--- src/pmic_regs_pkg.sv ---
`default_nettype none
package pmic_regs_pkg;
   // Target address on the serial bus; value is arbitrary
   localparam logic [6:0] TARGET_ADDR = 7'h2a;

   // Register offsets
   localparam logic [7:0] OFS_UNLOCK_KEY = 8'h03;
   localparam logic [7:0] OFS_RESTART_CAUSE = 8'h04;
   localparam logic [7:0] OFS_SOURCE_FLAGS = 8'h05;
   localparam logic [7:0] OFS_RAIL_GOOD = 8'h06;
   localparam logic [7:0] UNMAPPED_READ = 8'h00;

   // Unlock key and reset values
   localparam logic [7:0] UNLOCK_KEY_VALUE = 8'ha5;
   localparam logic [7:0] KEY_RESET = 8'h00;
   localparam logic [3:0] CTRL_RESET = 4'h0;
   localparam logic [6:0] FLAGS_RESET = 7'h00;
   localparam logic RSVD_RESET = 1'b0;

   // Field positions in the restart cause register; RSVD_BIT is bit 0 of the source and good flag registers
   localparam int CAUSE_LSB = 4;
   localparam int BYPASS_BIT = 3;
   localparam int CLEAR_BIT = 2;
   localparam int RSVD_BIT = 0;

   // Restart cause codes, indexed by event number
   localparam int NUM_CAUSES = 9;
   localparam logic [3:0] CAUSE_FIRST_POWER_UP = 4'h0;
   localparam logic [3:0] CAUSE_POWER_DISABLE = 4'h1;
   localparam logic [3:0] CAUSE_OVER_VOLTAGE = 4'h2;
   localparam logic [3:0] CAUSE_UNDER_VOLTAGE = 4'h3;
   localparam logic [3:0] CAUSE_OVER_CURRENT = 4'h4;
   localparam logic [3:0] CAUSE_EXT_REG_ONE = 4'h5;
   localparam logic [3:0] CAUSE_EXT_REG_TWO = 4'h6;
   localparam logic [3:0] CAUSE_EXT_REG_THREE = 4'h7;
   localparam logic [3:0] CAUSE_OVER_TEMP = 4'h8;
   localparam logic [3:0] CAUSE_UNKNOWN = 4'hf;
   localparam logic [3:0] CAUSE_RESET = CAUSE_FIRST_POWER_UP;
   localparam logic [3:0] CAUSE_CODE [NUM_CAUSES] = '{
      CAUSE_FIRST_POWER_UP, CAUSE_POWER_DISABLE, CAUSE_OVER_VOLTAGE,
      CAUSE_UNDER_VOLTAGE, CAUSE_OVER_CURRENT, CAUSE_EXT_REG_ONE,
      CAUSE_EXT_REG_TWO, CAUSE_EXT_REG_THREE, CAUSE_OVER_TEMP};

   // Monitored sources: input supply, five bucks, linear regulator
   localparam int NUM_RAILS = 7;
   // Synchronised inputs: scl, sda, causes, unknown, sources, good
   localparam int SYNC_W = 2 + NUM_CAUSES + 1 + 2 * NUM_RAILS;

   // Serial target states
   typedef enum logic [7:0] {
      ST_IDLE  = 8'h01,
      ST_ADDR  = 8'h02,
      ST_PTR   = 8'h04,
      ST_WDATA = 8'h08,
      ST_ACK   = 8'h10,
      ST_ACKH  = 8'h20,
      ST_RDATA = 8'h40,
      ST_RACK  = 8'h80
   } link_state_t;
endpackage
`default_nettype wire

--- src/sync2.sv ---
`timescale 1ns/1ns
`default_nettype none
module sync2 #(
   parameter int W = 1
) (
   input wire logic clk,
   input wire logic sys_rst,
   input wire logic [W-1:0] d,
   output logic [W-1:0] q
);
   logic [W-1:0] meta_q;
   logic [W-1:0] meta_d;
   logic [W-1:0] q_d;

   // Two flops per bit; only the second stage is read outside
   genvar i;
   for (i = 0; i < W; i++) begin : g_bit
      assign meta_d[i] = d[i];
      assign q_d[i] = meta_q[i];
   end

   // One register process for the whole word avoids split drivers
   always_ff @(posedge clk) begin
      if (sys_rst) begin
         meta_q <= '0;
         q <= '0;
      end else begin
         meta_q <= meta_d;
         q <= q_d;
      end
   end
endmodule
`default_nettype wire

--- src/cause_encoder.sv ---
`timescale 1ns/1ns
`default_nettype none
module cause_encoder
   import pmic_regs_pkg::*;
(
   input wire logic [pmic_regs_pkg::NUM_CAUSES-1:0] evt,
   input wire logic unknown,
   output logic valid,
   output logic [3:0] code
);
   // Walk from the top down so the lowest code is left standing
   always_comb begin
      valid = 1'b0;
      code = CAUSE_UNKNOWN;
      if (unknown) begin
         valid = 1'b1;
      end
      for (int i = NUM_CAUSES - 1; i >= 0; i--) begin
         if (evt[i]) begin
            valid = 1'b1;
            code = CAUSE_CODE[i];
         end
      end
   end
endmodule
`default_nettype wire

--- src/pmic_unlock_and_fault_status.sv ---
`timescale 1ns/1ns
`default_nettype none
// Contract
// - Writing A5h to the unlock key register opens the other registers.
// - Bits 7:4 of restart cause hold the latest initialization cause.
// - Simultaneous faults record the lowest cause code.
// - Codes 0 to 4: first power-up, disable input, OV, UV, OC.
// - Codes 5, 6, 7: external regulator one, two, three lost good.
// - Code 8 is over-temperature; code 15 means unknown reason.
// - Bit 3 written one bypasses the settings-load guard, debug only.
// - Bit 2 written one erases the stored fault log.
// - Source flags: input bit 7, bucks bits 6..2, linear bit 1.
// - Good flags, one while in regulation, same bit layout.
// - Cause field read-only; bits 3..0 of that register writable.
// - Host reaches the registers through the serial target port.
module pmic_unlock_and_fault_status
   import pmic_regs_pkg::*;
(
   input wire logic clk,
   input wire logic sys_rst,
   input wire logic scl_in,
   input wire logic sda_in,
   output logic sda_out,
   output logic sda_oe,
   input wire logic power_up_event,
   input wire logic power_disable_input,
   input wire logic over_voltage_fault,
   input wire logic under_voltage_fault,
   input wire logic over_current_fault,
   input wire logic ext_reg_one_good_input,
   input wire logic ext_reg_two_good_input,
   input wire logic ext_reg_three_good_input,
   input wire logic over_temp_fault,
   input wire logic unknown_restart,
   input wire logic restart_by_input_supply,
   input wire logic restart_by_buck_one,
   input wire logic restart_by_buck_two,
   input wire logic restart_by_buck_three,
   input wire logic restart_by_buck_four,
   input wire logic restart_by_buck_five,
   input wire logic restart_by_linear_reg,
   input wire logic input_supply_good,
   input wire logic buck_one_good,
   input wire logic buck_two_good,
   input wire logic buck_three_good,
   input wire logic buck_four_good,
   input wire logic buck_five_good,
   input wire logic linear_reg_good,
   output logic write_unlocked,
   output logic load_guard_bypass,
   output logic stored_fault_log_clear
);
   logic [SYNC_W-1:0] raw;
   logic [SYNC_W-1:0] synced;
   logic scl_s;
   logic sda_s;
   logic [NUM_CAUSES-1:0] lvl_s;
   logic unknown_s;
   logic [NUM_RAILS-1:0] source_s;
   logic [NUM_RAILS-1:0] good_s;

   // Every outside level passes two flops before use
   assign raw = {scl_in, sda_in,
      over_temp_fault, ext_reg_three_good_input, ext_reg_two_good_input,
      ext_reg_one_good_input, over_current_fault, under_voltage_fault,
      over_voltage_fault, power_disable_input, power_up_event,
      unknown_restart,
      restart_by_input_supply, restart_by_buck_one, restart_by_buck_two,
      restart_by_buck_three, restart_by_buck_four, restart_by_buck_five,
      restart_by_linear_reg,
      input_supply_good, buck_one_good, buck_two_good, buck_three_good,
      buck_four_good, buck_five_good, linear_reg_good};

   sync2 #(
      .W(SYNC_W)
   ) u_sync (
      .clk(clk),
      .sys_rst(sys_rst),
      .d(raw),
      .q(synced)
   );

   // Split the synchronised word back into its groups
   assign {scl_s, sda_s, lvl_s, unknown_s, source_s, good_s} = synced;

   // Serial target state
   link_state_t st_q, st_d, nxt_q, nxt_d;
   logic [2:0] cnt_q, cnt_d;
   logic [7:0] sh_q, sh_d;
   logic [7:0] ptr_q, ptr_d;
   logic rw_q, rw_d;
   logic nack_q, nack_d;
   logic oe_q, oe_d;
   logic scl_prev_q, scl_prev_d;
   logic sda_prev_q, sda_prev_d;
   logic wr_en;
   logic [7:0] wr_data;
   logic [7:0] rdata;
   logic scl_rise;
   logic scl_fall;
   logic start_seen;
   logic stop_seen;

   // Bus conditions, judged only on second-stage samples
   always_comb begin
      scl_rise = scl_s & ~scl_prev_q;
      scl_fall = ~scl_s & scl_prev_q;
      start_seen = scl_s & scl_prev_q & sda_prev_q & ~sda_s;
      stop_seen = scl_s & scl_prev_q & ~sda_prev_q & sda_s;
      wr_data = {sh_q[6:0], sda_s};
   end

   // Byte framing, acknowledge and pointer handling
   always_comb begin
      st_d = st_q;
      nxt_d = nxt_q;
      cnt_d = cnt_q;
      sh_d = sh_q;
      ptr_d = ptr_q;
      rw_d = rw_q;
      nack_d = nack_q;
      oe_d = oe_q;
      wr_en = 1'b0;
      scl_prev_d = scl_s;
      sda_prev_d = sda_s;
      if (start_seen) begin
         st_d = ST_ADDR;
         cnt_d = 3'h0;
         oe_d = 1'b0;
      end else if (stop_seen) begin
         st_d = ST_IDLE;
         oe_d = 1'b0;
      end else begin
         case (st_q)
            ST_IDLE: begin
               oe_d = 1'b0;
            end
            ST_ADDR, ST_PTR, ST_WDATA: begin
               if (scl_rise) begin
                  sh_d = wr_data;
                  cnt_d = cnt_q + 3'h1;
                  if (cnt_q == 3'h7) begin
                     st_d = ST_ACK;
                     if (st_q == ST_ADDR) begin
                        // Foreign address: drop off until next start
                        if (sh_q[6:0] == TARGET_ADDR) begin
                           rw_d = sda_s;
                           nxt_d = sda_s ? ST_RDATA : ST_PTR;
                        end else begin
                           st_d = ST_IDLE;
                        end
                     end else if (st_q == ST_PTR) begin
                        ptr_d = wr_data;
                        nxt_d = ST_WDATA;
                     end else begin
                        wr_en = 1'b1;
                        ptr_d = ptr_q + 8'h01;
                        nxt_d = ST_WDATA;
                     end
                  end
               end
            end
            ST_ACK: begin
               // Pull data low for the ninth clock
               if (scl_fall) begin
                  oe_d = 1'b1;
                  st_d = ST_ACKH;
               end
            end
            ST_ACKH: begin
               if (scl_fall) begin
                  cnt_d = 3'h0;
                  st_d = nxt_q;
                  if (nxt_q == ST_RDATA) begin
                     sh_d = rdata;
                     oe_d = ~rdata[7];
                  end else begin
                     oe_d = 1'b0;
                  end
               end
            end
            ST_RDATA: begin
               if (scl_rise) begin
                  cnt_d = cnt_q + 3'h1;
               end else if (scl_fall) begin
                  if (cnt_q == 3'h0) begin
                     oe_d = 1'b0;
                     st_d = ST_RACK;
                  end else begin
                     sh_d = {sh_q[6:0], 1'b0};
                     oe_d = ~sh_q[6];
                  end
               end
            end
            ST_RACK: begin
               // Host acknowledge decides whether to send another byte
               if (scl_rise) begin
                  nack_d = sda_s;
                  if (!sda_s) begin
                     ptr_d = ptr_q + 8'h01;
                  end
               end else if (scl_fall) begin
                  if (nack_q) begin
                     st_d = ST_IDLE;
                  end else begin
                     sh_d = rdata;
                     oe_d = ~rdata[7];
                     cnt_d = 3'h0;
                     st_d = ST_RDATA;
                  end
               end
            end
            default: begin
               st_d = ST_IDLE;
               oe_d = 1'b0;
            end
         endcase
      end
   end

   always_ff @(posedge clk) begin
      if (sys_rst) begin
         st_q <= ST_IDLE;
         nxt_q <= ST_IDLE;
         cnt_q <= 3'h0;
         sh_q <= 8'h00;
         ptr_q <= 8'h00;
         rw_q <= 1'b0;
         nack_q <= 1'b0;
         oe_q <= 1'b0;
         scl_prev_q <= 1'b0;
         sda_prev_q <= 1'b0;
      end else begin
         st_q <= st_d;
         nxt_q <= nxt_d;
         cnt_q <= cnt_d;
         sh_q <= sh_d;
         ptr_q <= ptr_d;
         rw_q <= rw_d;
         nack_q <= nack_d;
         oe_q <= oe_d;
         scl_prev_q <= scl_prev_d;
         sda_prev_q <= sda_prev_d;
      end
   end

   // Register file state
   logic [7:0] key_q, key_d;
   logic [3:0] ctrl_q, ctrl_d;
   logic [3:0] cause_q, cause_d;
   logic [NUM_RAILS-1:0] contrib_q, contrib_d;
   logic src_rsvd_q, src_rsvd_d;
   logic good_rsvd_q, good_rsvd_d;
   logic unl_q, unl_d;
   logic clear_q, clear_d;
   logic [NUM_CAUSES-1:0] lvl_prev_q, lvl_prev_d;
   logic unknown_prev_q, unknown_prev_d;
   logic [NUM_CAUSES-1:0] evt;
   logic unknown_evt;
   logic cause_valid;
   logic [3:0] cause_code;

   // Faults count on rising edge; regulator good inputs fail falling
   always_comb begin
      evt = lvl_s & ~lvl_prev_q;
      evt[5] = ~lvl_s[5] & lvl_prev_q[5];
      evt[6] = ~lvl_s[6] & lvl_prev_q[6];
      evt[7] = ~lvl_s[7] & lvl_prev_q[7];
      unknown_evt = unknown_s & ~unknown_prev_q;
   end

   cause_encoder u_enc (
      .evt(evt),
      .unknown(unknown_evt),
      .valid(cause_valid),
      .code(cause_code)
   );

   // Host writes, cause capture and the lock
   always_comb begin
      key_d = key_q;
      ctrl_d = ctrl_q;
      cause_d = cause_q;
      contrib_d = contrib_q;
      src_rsvd_d = src_rsvd_q;
      good_rsvd_d = good_rsvd_q;
      clear_d = 1'b0;
      lvl_prev_d = lvl_s;
      unknown_prev_d = unknown_s;
      if (wr_en) begin
         // Key register itself stays writable so the lock can open
         if (ptr_q == OFS_UNLOCK_KEY) begin
            key_d = wr_data;
         end else if (unl_q) begin
            if (ptr_q == OFS_RESTART_CAUSE) begin
               ctrl_d = wr_data[3:0];
               clear_d = wr_data[CLEAR_BIT];
            end else if (ptr_q == OFS_SOURCE_FLAGS) begin
               src_rsvd_d = wr_data[RSVD_BIT];
            end else if (ptr_q == OFS_RAIL_GOOD) begin
               good_rsvd_d = wr_data[RSVD_BIT];
            end
         end
      end
      // Hardware capture; host cannot touch these fields
      if (cause_valid) begin
         cause_d = cause_code;
         contrib_d = source_s;
      end
      unl_d = (key_d == UNLOCK_KEY_VALUE);
   end

   // Read mux; unmapped offsets read as zero
   always_comb begin
      if (ptr_q == OFS_UNLOCK_KEY) begin
         rdata = key_q;
      end else if (ptr_q == OFS_RESTART_CAUSE) begin
         rdata = {cause_q, ctrl_q};
      end else if (ptr_q == OFS_SOURCE_FLAGS) begin
         rdata = {contrib_q, src_rsvd_q};
      end else if (ptr_q == OFS_RAIL_GOOD) begin
         rdata = {good_s, good_rsvd_q};
      end else begin
         rdata = UNMAPPED_READ;
      end
   end

   always_ff @(posedge clk) begin
      if (sys_rst) begin
         key_q <= KEY_RESET;
         ctrl_q <= CTRL_RESET;
         cause_q <= CAUSE_RESET;
         contrib_q <= FLAGS_RESET;
         src_rsvd_q <= RSVD_RESET;
         good_rsvd_q <= RSVD_RESET;
         unl_q <= 1'b0;
         clear_q <= 1'b0;
         lvl_prev_q <= '0;
         unknown_prev_q <= 1'b0;
      end else begin
         key_q <= key_d;
         ctrl_q <= ctrl_d;
         cause_q <= cause_d;
         contrib_q <= contrib_d;
         src_rsvd_q <= src_rsvd_d;
         good_rsvd_q <= good_rsvd_d;
         unl_q <= unl_d;
         clear_q <= clear_d;
         lvl_prev_q <= lvl_prev_d;
         unknown_prev_q <= unknown_prev_d;
      end
   end

   // Open-drain data: only ever pulled low
   always_ff @(posedge clk) begin
      sda_out <= 1'b0;
   end

   assign sda_oe = oe_q;
   assign write_unlocked = unl_q;
   assign load_guard_bypass = ctrl_q[BYPASS_BIT];
   assign stored_fault_log_clear = clear_q;
endmodule
`default_nettype wire

--- config.mk ---
export PLATFORM = sky130hd
export DESIGN_NAME = pmic_unlock_and_fault_status
export DESIGN_NICKNAME = d
export VERILOG_FILES = /design/src/pmic_regs_pkg.sv /design/src/sync2.sv /design/src/cause_encoder.sv /design/src/pmic_unlock_and_fault_status.sv
export SDC_FILE = /design/constraint.sdc
export NUM_CORES = 1
export LEC_CHECK = 0
export BUFFER_PORTS_ARGS = -buffer_cell sky130_fd_sc_hd__buf_4
export CAP_MARGIN = 20
export CORE_ASPECT_RATIO = 0.75
export CORE_MARGIN = 4
export CORE_UTILIZATION = 35
export CTS_CLUSTER_SIZE = 8
export DETAILED_ROUTE_END_ITERATION = 7
export GPL_TIMING_DRIVEN = 0
export HOLD_SLACK_MARGIN = 0.08
export SLEW_MARGIN = 40
export SYNTH_ARGS = -nofsm -noshare
export SYNTH_HDL_FRONTEND = slang
export SYNTH_SLANG_ARGS = --single-unit
--- constraint.sdc ---
create_clock -name clk -period 2.5 [get_ports clk]
set_clock_uncertainty 0.05 [all_clocks]
set_input_delay 0.5 -clock clk [delete_from_list [all_inputs] [get_ports clk]]
set_output_delay 0.5 -clock clk [all_outputs]
set_load 0.005 [all_outputs]
==> run metrics, run 1 <==
DR iter-0 viols=352; count of final hold-check violations=0; I/O pins=33; final worst slack=0.111 ns; final WL=13,800 um; most area-consuming cells after synthesis=dfxtp_1 46%, nor2b_1 8.9%, a21oi_1 3.8%; CORE AREA=15,200 um2; synthesized flop and latch total=123; DR vias/cell=5.24; hpwl dp=10,100 um; CTS H-tree depth=4; DR pass1 iterations=5; # rows=39; fin crit share=95.5%; Worst-path clk slew=0.06 ns; ys async rst share=0%; Cell variety after synth=68; Period minus WS final=2.39 ns; area share of the largest cell type after synthesis=45.6%; Lkg Pwr=2.41 nW; status=complete, no violations; hold crit path type=in -> reg; largest net degree at the start of global routing=17; Critical Setup Path Class=reg -> reg; GPL Wtd Cong=0.894; Syn Nets=639; CTS tree=built; clock latency on the worst-skew pair=0.43 ns; Max Buffers Root-to-Sink=2; Antenna Cells=0; mux share of post-synthesis cell area=3.33%; CTS Buf Count=17; delay of the slowest critical-path stage=0.56 ns; slowest CP cell=o21ai_0; Remaining DRCs=0; Initial Util=35.6%; GRT overflow=0; Die Span Y=116 um; port bufs=31; Worst setup SP type=flip-flop; routed via count=4,588; P&R area growth vs syn=22.2%; critical path arrival=2.69 ns; CP Cell Sequence=buf_6 -> or3_1 -> buf_4 -> or3_2 -> o21ai_0 -> mux2i_1; first-pass GRT wire length=22,100 um; post-synthesis adder-cell area fraction=1.62%; share of layout cells above drive strength 1=17.3%; Peak supply drop=455 uV; warnings from Yosys=0; number of synthesized flops with an enable pin=0; die area=17,500 um2; Num Clock Sinks=123; max-slew violation count=0; antenna-violating nets left=0; post-synthesis area per instance=8.94 um2; Yosys top cell by area=dfxtp_1; Synth Instances=604; simple-gate portion of the synthesized area=28.0%; compound-cell area share of the yosys netlist=16.7%; Final #Nets=693; CP delay by family, top=simple AND/OR/NAND/NOR gates; Worst Path Buf+Inv=2; main flop type after synthesis=dfxtp_1; initial antenna violation count=0; GR Util All Layers=16.5%; worst path required time=2.80 ns; sequential area share after synthesis=45.6%; main combinational cell family by area after synthesis=simple AND/OR/NAND/NOR gates; max_slew headroom=46.7%; Synth Area in XOR/XNOR=0.162%; pre-CTS WS=-0.249 ns; Tightest Pin Transition=0.799 ns; type of destination of the critical path=flip-flop; CP max FO=8; root buf cell=clkbuf_16; Routed WL per cell=15.7 um; mapped cell area=5400 um2; f_max=419 MHz; # setup viols final=0; PD cells=704 nW/um2; Post-CTS Hold Fix Bufs=0; Pwr Total=4.65 mW; vias in the first global route=4,307; Die X=151 um; Max Cap Violations=0
## layer usage
| metal | track usage [%] | share of wire [%] |
|---|---|---|
| met1 | 24.0 | 50 |
| met2 | 23.0 | 41 |
| met3 | 4.03 | 6.9 |
| met4 | 7.07 | 2.0 |
| met5 | 0 | 0 |
## flip-flops by register name, indices dropped and copies added (netlist names), 3 cells and up
name	flops
cause_q	4
cnt_q	3
contrib_q	7
ctrl_q	4
key_q	8
lvl_prev_q	9
nxt_q	4
ptr_q	8
sh_q	7
st_q	8
u_sync.meta_q	26
u_sync.q	26
## timing repair
| action | CTS | global route |
|---|---|---|
| setup endpoints to repair | 26 | 33 |
| resized for setup | 8 | 18 |
| pin swaps | 2 | 3 |
| buffers inserted | 5 | 1 |
## final timing paths
path                                          from  slack (ns)                end  cells after the start
worst max-delay path                       st_q[3]        0.11           cnt_q[0]                      6
worst min-delay path            over_voltage_fault        0.23  u_sync.meta_q[17]                      2
worst max register to register             st_q[3]        0.11           cnt_q[0]                      6
worst min register to register        u_sync.q[14]        0.38     unknown_prev_q                      2
## cell usage in the layout (no fill, tap or decap), drive strengths merged, types with 3 or more instances in the layout
cell | synthesis | final
and2 | 4 | 4
inv | 12 | 20
a2bb2oi | 5 | 5
o32ai | 5 | 5
nand3b | 5 | 5
or2 | 6 | 6
nor2 | 41 | 41
nand4 | 7 | 7
o211a | 5 | 5
or3 | 9 | 9
nor4b | 5 | 5
buf | 10 | 47
a21o | 3 | 3
nor4 | 4 | 4
nand3 | 22 | 22
ha | 7 | 7
clkbuf | 26 | 41
o21ai | 23 | 23
nand2b | 11 | 11
a21oi | 41 | 41
dfxtp | 123 | 123
nor2b | 77 | 77
o211ai | 4 | 4
nor3b | 4 | 4
a22oi | 13 | 13
clkinv | 0 | 4
a211oi | 7 | 7
nand2 | 54 | 54
nor3 | 19 | 19
mux2i | 18 | 18
## area by class of cell
class                           count  area [um2]
Tap cell                          205         256
Sequential cell                   123        2460
Fill cell                        1451        8580
Clock inverter                     15         155
Multi-Input combinational cell    432        2770
Timing Repair Buffer               37         278
Clock buffer                       17         425
Buffer                             35         204
Inverter                           12        45.0
## logic make-up (layout without fill, tap and decap cells)
family	Yosys count	count (layout)
buffers and inverters	49	116
AOI/OAI and AO/OA	129	129
muxes	18	18
and+or+nand+nor	276	276
xor gates and xnor gates	1	1
other	1	1
adders and majority gates	7	7
DFF	123	123
## Yosys cell counts, types with 6 or more instances
cell type / number
buf_6: 7
ha_1: 7
a21oi_1: 41
dfxtp_1: 123
or3_1: 7
nor2_1: 40
nor2b_1: 77
o21ai_0: 22
nand4_1: 7
a22oi_1: 13
nand3_1: 22
nand2b_1: 11
nor3_1: 18
inv_1: 12
or2_2: 6
clkbuf_1: 25
mux2i_1: 18
nand2_1: 54
## worst reg2reg max path, stage by stage, from the launching register on
cell,delay (ns)
dfxtp_1,0.31
buf_6,0.14
or3_1,0.37
buf_4,0.16
or3_2,0.48
o21ai_0,0.56
mux2i_1,0.26
## per-stage QoR
stage	util [%]	hold slack [ns]	area, um2	setup TNS [ns]	cells
after floorplan	-	0.360	5400	0	604
after CTS	43.1	0.218	6540	-0.0168	876
after global routing	43.5	0.228	6600	-0.000534	876
after detailed placement	38.8	0.372	5890	-3.45	840
final	43.5	0.233	6600	0	876
after global placement	38.8	0.372	5890	-2.97	840
## report_power, final
group | leakage, nW | internal, mW | switching, mW
combinational | 1.12 | 0.101 | 0.115
sequential | 1.00 | 2.02 | 0.0216
clock | 0.280 | 1.40 | 0.991
total | 2.41 | 3.52 | 1.13
(Power assumes the default switching activity.)
==> run 2: changes to the inputs <==
SLEW_MARGIN = unset   (was 40)
SYNTH_HIERARCHICAL = 1   (was unset)
clock period = 2.61 ns   (was 2.5 ns; I/O delays follow)
==> run 2 against run 1 <==
  * First-iteration DRC count is 16% lower
  * Clock-buffer cell count stayed put
  * Fmax is 3.5% lower
  * Die area is 0.22% higher
  * Total power is 1.9% lower
  * Sequential share of layout area is 0.32 points higher
  * Global-route usage is 1.3 points lower
  * Largest cell class unchanged
  * Synthesized area is 0.23% higher
  * Non-clock buffer count is 7 lower
  * Critical path depth is 2 higher
  * Routed wire length is 7.8% lower
==> run metrics, run 2 <==
die area=17,500 um2 (about the same); GR Util All Layers=15.2% (was 16.5%); Syn Nets=612 (was 639); Reg2Reg Setup Slack=0.13 ns (was 0.11 ns); Yosys top cell by area=dfxtp_1 (unchanged); Initial Util=35.7% (was 35.6%); f_max=404 MHz (was 419 MHz); synthesized flop and latch total=123 (unchanged); status=complete, no violations (unchanged); Die Span Y=116 um (about the same); warnings from Yosys=6 (was 0); area of the multi-input gates=2760 um2 (was 2770 um2); top post-synthesis cells by count=123 x dfxtp_1, 80 x nor2b_1, 61 x nor2_1 (was 123 x dfxtp_1, 77 x nor2b_1, 54 x nand2_1); clock latency on the worst-skew pair=0.41 ns (was 0.43 ns); Final #Nets=665 (was 693); DR pass1 iterations=5 (unchanged); CP Cell Sequence=buf_2 -> or4b_1 -> o311ai_0 -> a32o_1 -> a221oi_4 -> buf_4 -> or2_0 -> a311o_1 (was buf_6 -> or3_1 -> buf_4 -> or3_2 -> o21ai_0 -> mux2i_1); GPL Wtd Cong=0.908 (was 0.894); largest registers=u_sync/meta_q (26), u_sync/q (26), lvl_prev_q (9) (was u_sync.meta_q (26), u_sync.q (26), lvl_prev_q (9)); port bufs=31 (unchanged); Placed Cells=813 (was 840); Clock Power Share=51.9% (was 51.5%); worst path required time=2.85 ns (was 2.80 ns); I/O pins=33 (unchanged); hold crit path type=in -> reg (unchanged); Die X=152 um (was 151 um); Max Buffers Root-to-Sink=2 (unchanged); count of final hold-check violations=0 (unchanged); slowest CP cell=or4b_1 (was o21ai_0); hpwl dp=9270 um (was 10,100 um); Pwr Total=4.56 mW (was 4.65 mW); CTS tree=built (unchanged); number of synthesized flops with an enable pin=0 (unchanged); routed via count=4,323 (was 4,588); CTS Buf Count=17 (unchanged); mapped cell area=5420 um2 (was 5400 um2); DR vias/cell=5.10 (was 5.24); most common cell in the netlist=dfxtp_1 (unchanged); setup TNS=0 ns (unchanged); Hold Path End=u_sync/meta_q[0] (was u_sync.meta_q[17]); CP delay by family, top=compound AO/OA/AOI/OAI gates (was simple AND/OR/NAND/NOR gates); placed cell area=5900 um2 (was 5890 um2); Worst setup startpoint=st_q[5] (was st_q[3]); PD cells=697 nW/um2 (was 704 nW/um2); root buf cell=clkbuf_16 (unchanged); Post-CTS Hold Fix Bufs=0 (unchanged); CTS H-tree depth=4 (unchanged); initial antenna violation count=0 (unchanged); ys async rst share=0% (unchanged); Reg power frac=42.8% (was 43.9%); Final Cell Area=6540 um2 (was 6600 um2); Max Cap Violations=0 (unchanged); fin crit share=94.9% (was 95.5%); DR iter-0 viols=297 (was 352); share of layout cells above drive strength 1=17.0% (was 17.3%); max-slew violation count=0 (unchanged); Worst-path clk slew=0.06 ns (about the same); Sw Ratio=25.0% (was 24.3%); Worst setup SP type=flip-flop (unchanged); Lkg Pwr=2.60 nW (was 2.41 nW); P&R area growth vs syn=20.8% (was 22.2%); first-pass GRT wire length=20,800 um (was 22,100 um); # rows=39 (unchanged); CORE AREA=15,200 um2 (unchanged); Net Switching=1.14 mW (was 1.13 mW); commonest non-fill, non-tap cell in the layout=dfxtp_1 (unchanged); largest net degree at the start of global routing=17 (unchanged); Peak supply drop=545 uV (was 455 uV); Tightest Pin Transition=0.766 ns (was 0.799 ns); Worst Path Buf+Inv=2 (unchanged); origin of the worst min-delay path=linear_reg_good (was over_voltage_fault); # setup viols final=0 (unchanged); hold depth=2 (unchanged); Reg2Reg Depth=8 (was 6); RSZ-0062 raised after global routing=false; final non-filler cell total=848 (was 876); Synth Instances=577 (was 604); Comb pwr share=5.2% (was 4.6%); delay of the slowest critical-path stage=0.62 ns (was 0.56 ns); antenna-violating nets left=0 (unchanged); Cell variety after synth=78 (was 68); FF-to-FF End=st_q[0] (was cnt_q[0]); CP max FO=10 (was 8); fill cell total of the finished layout=1,469 (was 1,451); type of destination of the critical path=flip-flop (unchanged); max_slew headroom=49.0% (was 46.7%); Routed WL per cell=15.0 um (was 15.7 um); register area=2460 um2 (about the same); main flop type after synthesis=dfxtp_1 (unchanged); worst reg2reg startpoint=st_q[5] (was st_q[3]); area share of the largest cell type after synthesis=45.5% (was 45.6%); most frequent cells in the layout=123 x dfxtp_1, 80 x nor2b_1, 61 x nor2_1 (was 122 x dfxtp_1, 77 x nor2b_1, 53 x nand2_1); Critical Setup Path Class=reg -> reg (unchanged); Remaining DRCs=0 (unchanged); Antenna Cells=0 (unchanged); sequential area share after synthesis=45.5% (was 45.6%); vias in the first global route=4,070 (was 4,307); most area-consuming cells after synthesis=dfxtp_1 45%, nor2b_1 9.2%, mux2i_1 6.1% (was dfxtp_1 46%, nor2b_1 8.9%, a21oi_1 3.8%); post-synthesis area per instance=9.39 um2 (was 8.94 um2); GRT overflow=0 (unchanged); final WL=12,700 um (was 13,800 um); Int Power=3.42 mW (was 3.52 mW); critical path arrival=2.72 ns (was 2.69 ns); Period minus WS final=2.48 ns (was 2.39 ns); Num Clock Sinks=123 (unchanged)
==> run 2: cell types whose count changed after synthesis, sizes merged, moves of 7 or more <==
| cell | previous run | this run |
|---|---|---|
| nand3 | 22 | 13 |
| and3b | 0 | 8 |
| a21oi | 41 | 31 |
| buf | 10 | 17 |
| or3 | 9 | 2 |
| a22oi | 13 | 1 |
| mux2i | 18 | 33 |
| nand2 | 54 | 30 |
| nor2 | 41 | 64 |
| clkbuf | 26 | 14 |
| nor3 | 19 | 4 |
==> run 2: cell type report <==
cell class | instances | area share, %
plain buffers | 31 | 2.51
clock buffers | 17 | 6.50
clock inverters | 15 | 2.62
inverters | 13 | 0.746
multi-input cells | 410 | 42.1
flip-flops and latches | 123 | 37.7
well taps | 205 | 3.92
repair buffers | 34 | 3.90
==> run 2: timing repair <==
item	CTS	global route
resized for setup	0	3
setup buffers	0	3
setup endpoints to repair	0	10
==> run 2: kinds of logic after synthesis <==
group / after synthesis / share of synthesized area (%)
AO/OA/AOI/OAI: 103 / 13.4
flip-flops: 123 / 45.5
buffers and inverters: 44 / 3.93
adder cells (fa/ha/maj): 7 / 1.62
other: 1 / 0.0692
XOR/XNOR: 4 / 0.647
AND/OR/NAND/NOR: 261 / 28.5
multiplexers: 34 / 6.31
==> run 2: through the flow <==
step / util (%) / hold WS, ns / setup slack (ns)
global route: 43.1 / 0.251 / 0.00308
CTS: 42.8 / 0.250 / 0.0329
global placement: 38.9 / 0.376 / 0.0190
finish: 43.1 / 0.263 / 0.134
detailed placement: 38.9 / 0.371 / 0.0653
floorplan: - / 0.364 / 0.471
==> run 2: worst max path at each step <==
stage | endpoint | slack (ns) | cells past startpoint
2_1_floorplan | ptr_q[0] | 0.47 | 6
3_3_place_gp | sh_q[1] | 0.02 | 7
3_5_place_dp | sh_q[1] | 0.07 | 7
4_1_cts | sh_q[1] | 0.03 | 7
5_1_grt | sh_q[0] | 0.003 | 8
6_report | st_q[0] | 0.13 | 8
==> run 2: power groups by stage <==
| stage | combinational [mW] | sequential (mW) | clock, mW |
|---|---|---|---|
| after floorplan | 0.161 | 1.99 | 0 |
| after global placement | 0.229 | 1.99 | 0 |
| after detailed placement | 0.233 | 1.99 | 0 |
| after CTS | 0.234 | 1.95 | 2.41 |
| after global routing | 0.262 | 1.96 | 2.49 |
| final | 0.238 | 1.95 | 2.37 |
==> run 2: worst register-to-register path, cell delays in order, from the launching register on <==
cell,delay (ns)
dfxtp_1,0.31
buf_2,0.19
or4b_1,0.62
o311ai_0,0.19
a32o_1,0.26
a221oi_4,0.10
buf_4,0.19
or2_0,0.19
a311o_1,0.27
==> run 2: metal layers <==
layer / share of wire [%] / global-route usage, %
met4: 1.1 / 4.73
met2: 42 / 21.5
met5: 0 / 0
met3: 6.6 / 4.81
met1: 50 / 22.1
==> run 3: changes to the inputs <==
SYNTH_HIERARCHICAL = unset   (was 1)
==> run 3 against run 2 <==
  * Sequential share of layout area fell by 0.065 points
  * Fmax fell by 0.32%
  * Global-route usage rose by 1.2 points
  * Highest routed layer unchanged
  * Clock-buffer cell count did not move
==> run metrics, run 3 (synthesized netlist as in run 1, its figures left out) <==
Final Core Density=43.2% (was 43.1%); Period minus WS final=2.48 ns (about the same); Critical Setup Path Class=reg -> reg (unchanged); Clock Power Share=51.5% (was 51.9%); hpwl dp=10,100 um (was 9270 um); Tightest Pin Transition=0.814 ns (was 0.766 ns); Sw Ratio=24.3% (was 25.0%); f_max=403 MHz (was 404 MHz); Die Span Y=116 um (about the same); max_slew headroom=45.8% (was 49.0%); Reg power frac=43.9% (was 42.8%); CTS Buf Count=17 (unchanged); critical path arrival=2.72 ns (about the same); max-slew violation count=0 (unchanged); Remaining DRCs=0 (unchanged); PD cells=679 nW/um2 (was 697 nW/um2); type of destination of the critical path=flip-flop (unchanged); # rows=39 (unchanged); most frequent cells in the layout=123 x dfxtp_1, 77 x nor2b_1, 53 x nand2_1 (was 123 x dfxtp_1, 80 x nor2b_1, 61 x nor2_1); # setup viols final=0 (unchanged); P&R area growth vs syn=21.3% (was 20.8%); final WL=13,700 um (was 12,700 um); status=complete, no violations (unchanged); Peak supply drop=435 uV (was 545 uV); largest registers=u_sync.meta_q (26), u_sync.q (26), lvl_prev_q (9) (was u_sync/meta_q (26), u_sync/q (26), lvl_prev_q (9)); placed cell area=5890 um2 (was 5900 um2); Die X=151 um (was 152 um); routed via count=4,524 (was 4,323); GR Util All Layers=16.4% (was 15.2%); hold crit path type=in -> reg (unchanged); CORE AREA=15,200 um2 (unchanged); port bufs=31 (unchanged); root buf cell=clkbuf_16 (unchanged); Max Cap Violations=0 (unchanged); fin crit share=95.2% (was 94.9%); RSZ-0062 raised after global routing=true (was false); setup TNS=0 ns (unchanged); antenna-violating nets left=0 (unchanged); DR iter-0 viols=364 (was 297); CTS H-tree depth=4 (unchanged); Initial Util=35.6% (was 35.7%); Worst setup SP type=flip-flop (unchanged); share of layout cells above drive strength 1=16.2% (was 17.0%); initial antenna violation count=0 (unchanged); largest net degree at the start of global routing=17 (unchanged); DR pass1 iterations=5 (unchanged); Int Power=3.37 mW (was 3.42 mW); GRT overflow=0 (unchanged); Post-CTS Hold Fix Bufs=0 (unchanged); die area=17,500 um2 (about the same); Final Cell Area=6550 um2 (was 6540 um2); Max Buffers Root-to-Sink=2 (unchanged); Worst-path clk slew=0.06 ns (about the same); vias in the first global route=4,285 (was 4,070); DR vias/cell=5.16 (was 5.10); clock latency on the worst-skew pair=0.43 ns (was 0.41 ns); Routed WL per cell=15.6 um (was 15.0 um); Net Switching=1.08 mW (was 1.14 mW); Lkg Pwr=2.39 nW (was 2.60 nW); Reg2Reg Setup Slack=0.13 ns (about the same); Placed Cells=840 (was 813); worst path required time=2.85 ns (about the same); commonest non-fill, non-tap cell in the layout=dfxtp_1 (unchanged); Comb pwr share=4.6% (was 5.2%); GPL Wtd Cong=0.894 (was 0.908); final non-filler cell total=876 (was 848); Num Clock Sinks=123 (unchanged); first-pass GRT wire length=22,100 um (was 20,800 um); count of final hold-check violations=0 (unchanged); CP max FO=10 (unchanged); Final #Nets=693 (was 665); I/O pins=33 (unchanged); CTS tree=built (unchanged); Antenna Cells=0 (unchanged)
## run 3: changes by cell type in the layout (fill, tap and decap cells not counted), sizes merged, moves of 11 or more
cell    delta
nand2     +24
a22oi     +12
mux2i     -15
nor3      +15
nor2      -23
clkbuf    +11
## run 3: layout make-up
class                      count  area (um2)
multi-input combinational    432        2730
sequential                   123        2460
clock inverter                15         155
inverter                      12        45.0
clock buffer                  17         425
timing repair buffer          36         270
tap                          205         256
fill                        1454        8620
buffer                        36         203
## run 3: worst max-delay path, stage by stage, from the launching register on
cell and delay (ns):
dfxtp_1 0.30, clkbuf_2 0.19, or3_4 0.39, or3_1 0.32, clkbuf_1 0.21, or2_2 0.42
and2_1 0.18, a211oi_1 0.22, a211oi_1 0.07
## run 3: final timing paths
path | startpoint | to | cells after the start
hold reg to reg | u_sync.q[14] | unknown_prev_q | 2
setup / recovery | st_q[7] | ptr_q[1] | 8
hold / removal | over_voltage_fault | u_sync.meta_q[17] | 2
setup reg to reg | st_q[7] | ptr_q[1] | 8
## run 3: power groups by stage
stage,clock network [mW],registers [mW],logic (mW)
after detailed placement,0,1.99,0.204
after global placement,0,1.99,0.200
after floorplan,0,1.99,0.133
final,2.29,1.95,0.206
after CTS,2.33,1.95,0.205
after global routing,2.42,1.96,0.229
## run 3: metal layers
metal | part of all wire, % | routed length (um) | global-route usage (%)
met1 | 50 | 6910 | 24.1
met5 | 0 | 0 | 0
met2 | 41 | 5640 | 22.8
met3 | 6.6 | 897 | 4.03
met4 | 1.8 | 242 | 7.07
## run 3: repair_timing
action,CTS,global route
resized for setup,3,12
pin swaps,1,1
setup endpoints to repair,17,31
setup buffers,4,1
## run 3: stage by stage
| stage | setup slack [ns] | hold WS (ns) | total power, mW |
|---|---|---|---|
| finish | 0.126 | 0.255 | 4.45 |
| global route | -0.0172 | 0.250 | 4.60 |
| CTS | 0.00435 | 0.240 | 4.49 |
| detailed placement | -0.139 | 0.372 | 2.20 |
| global placement | -0.124 | 0.372 | 2.19 |
| floorplan | 0.186 | 0.360 | 2.12 |
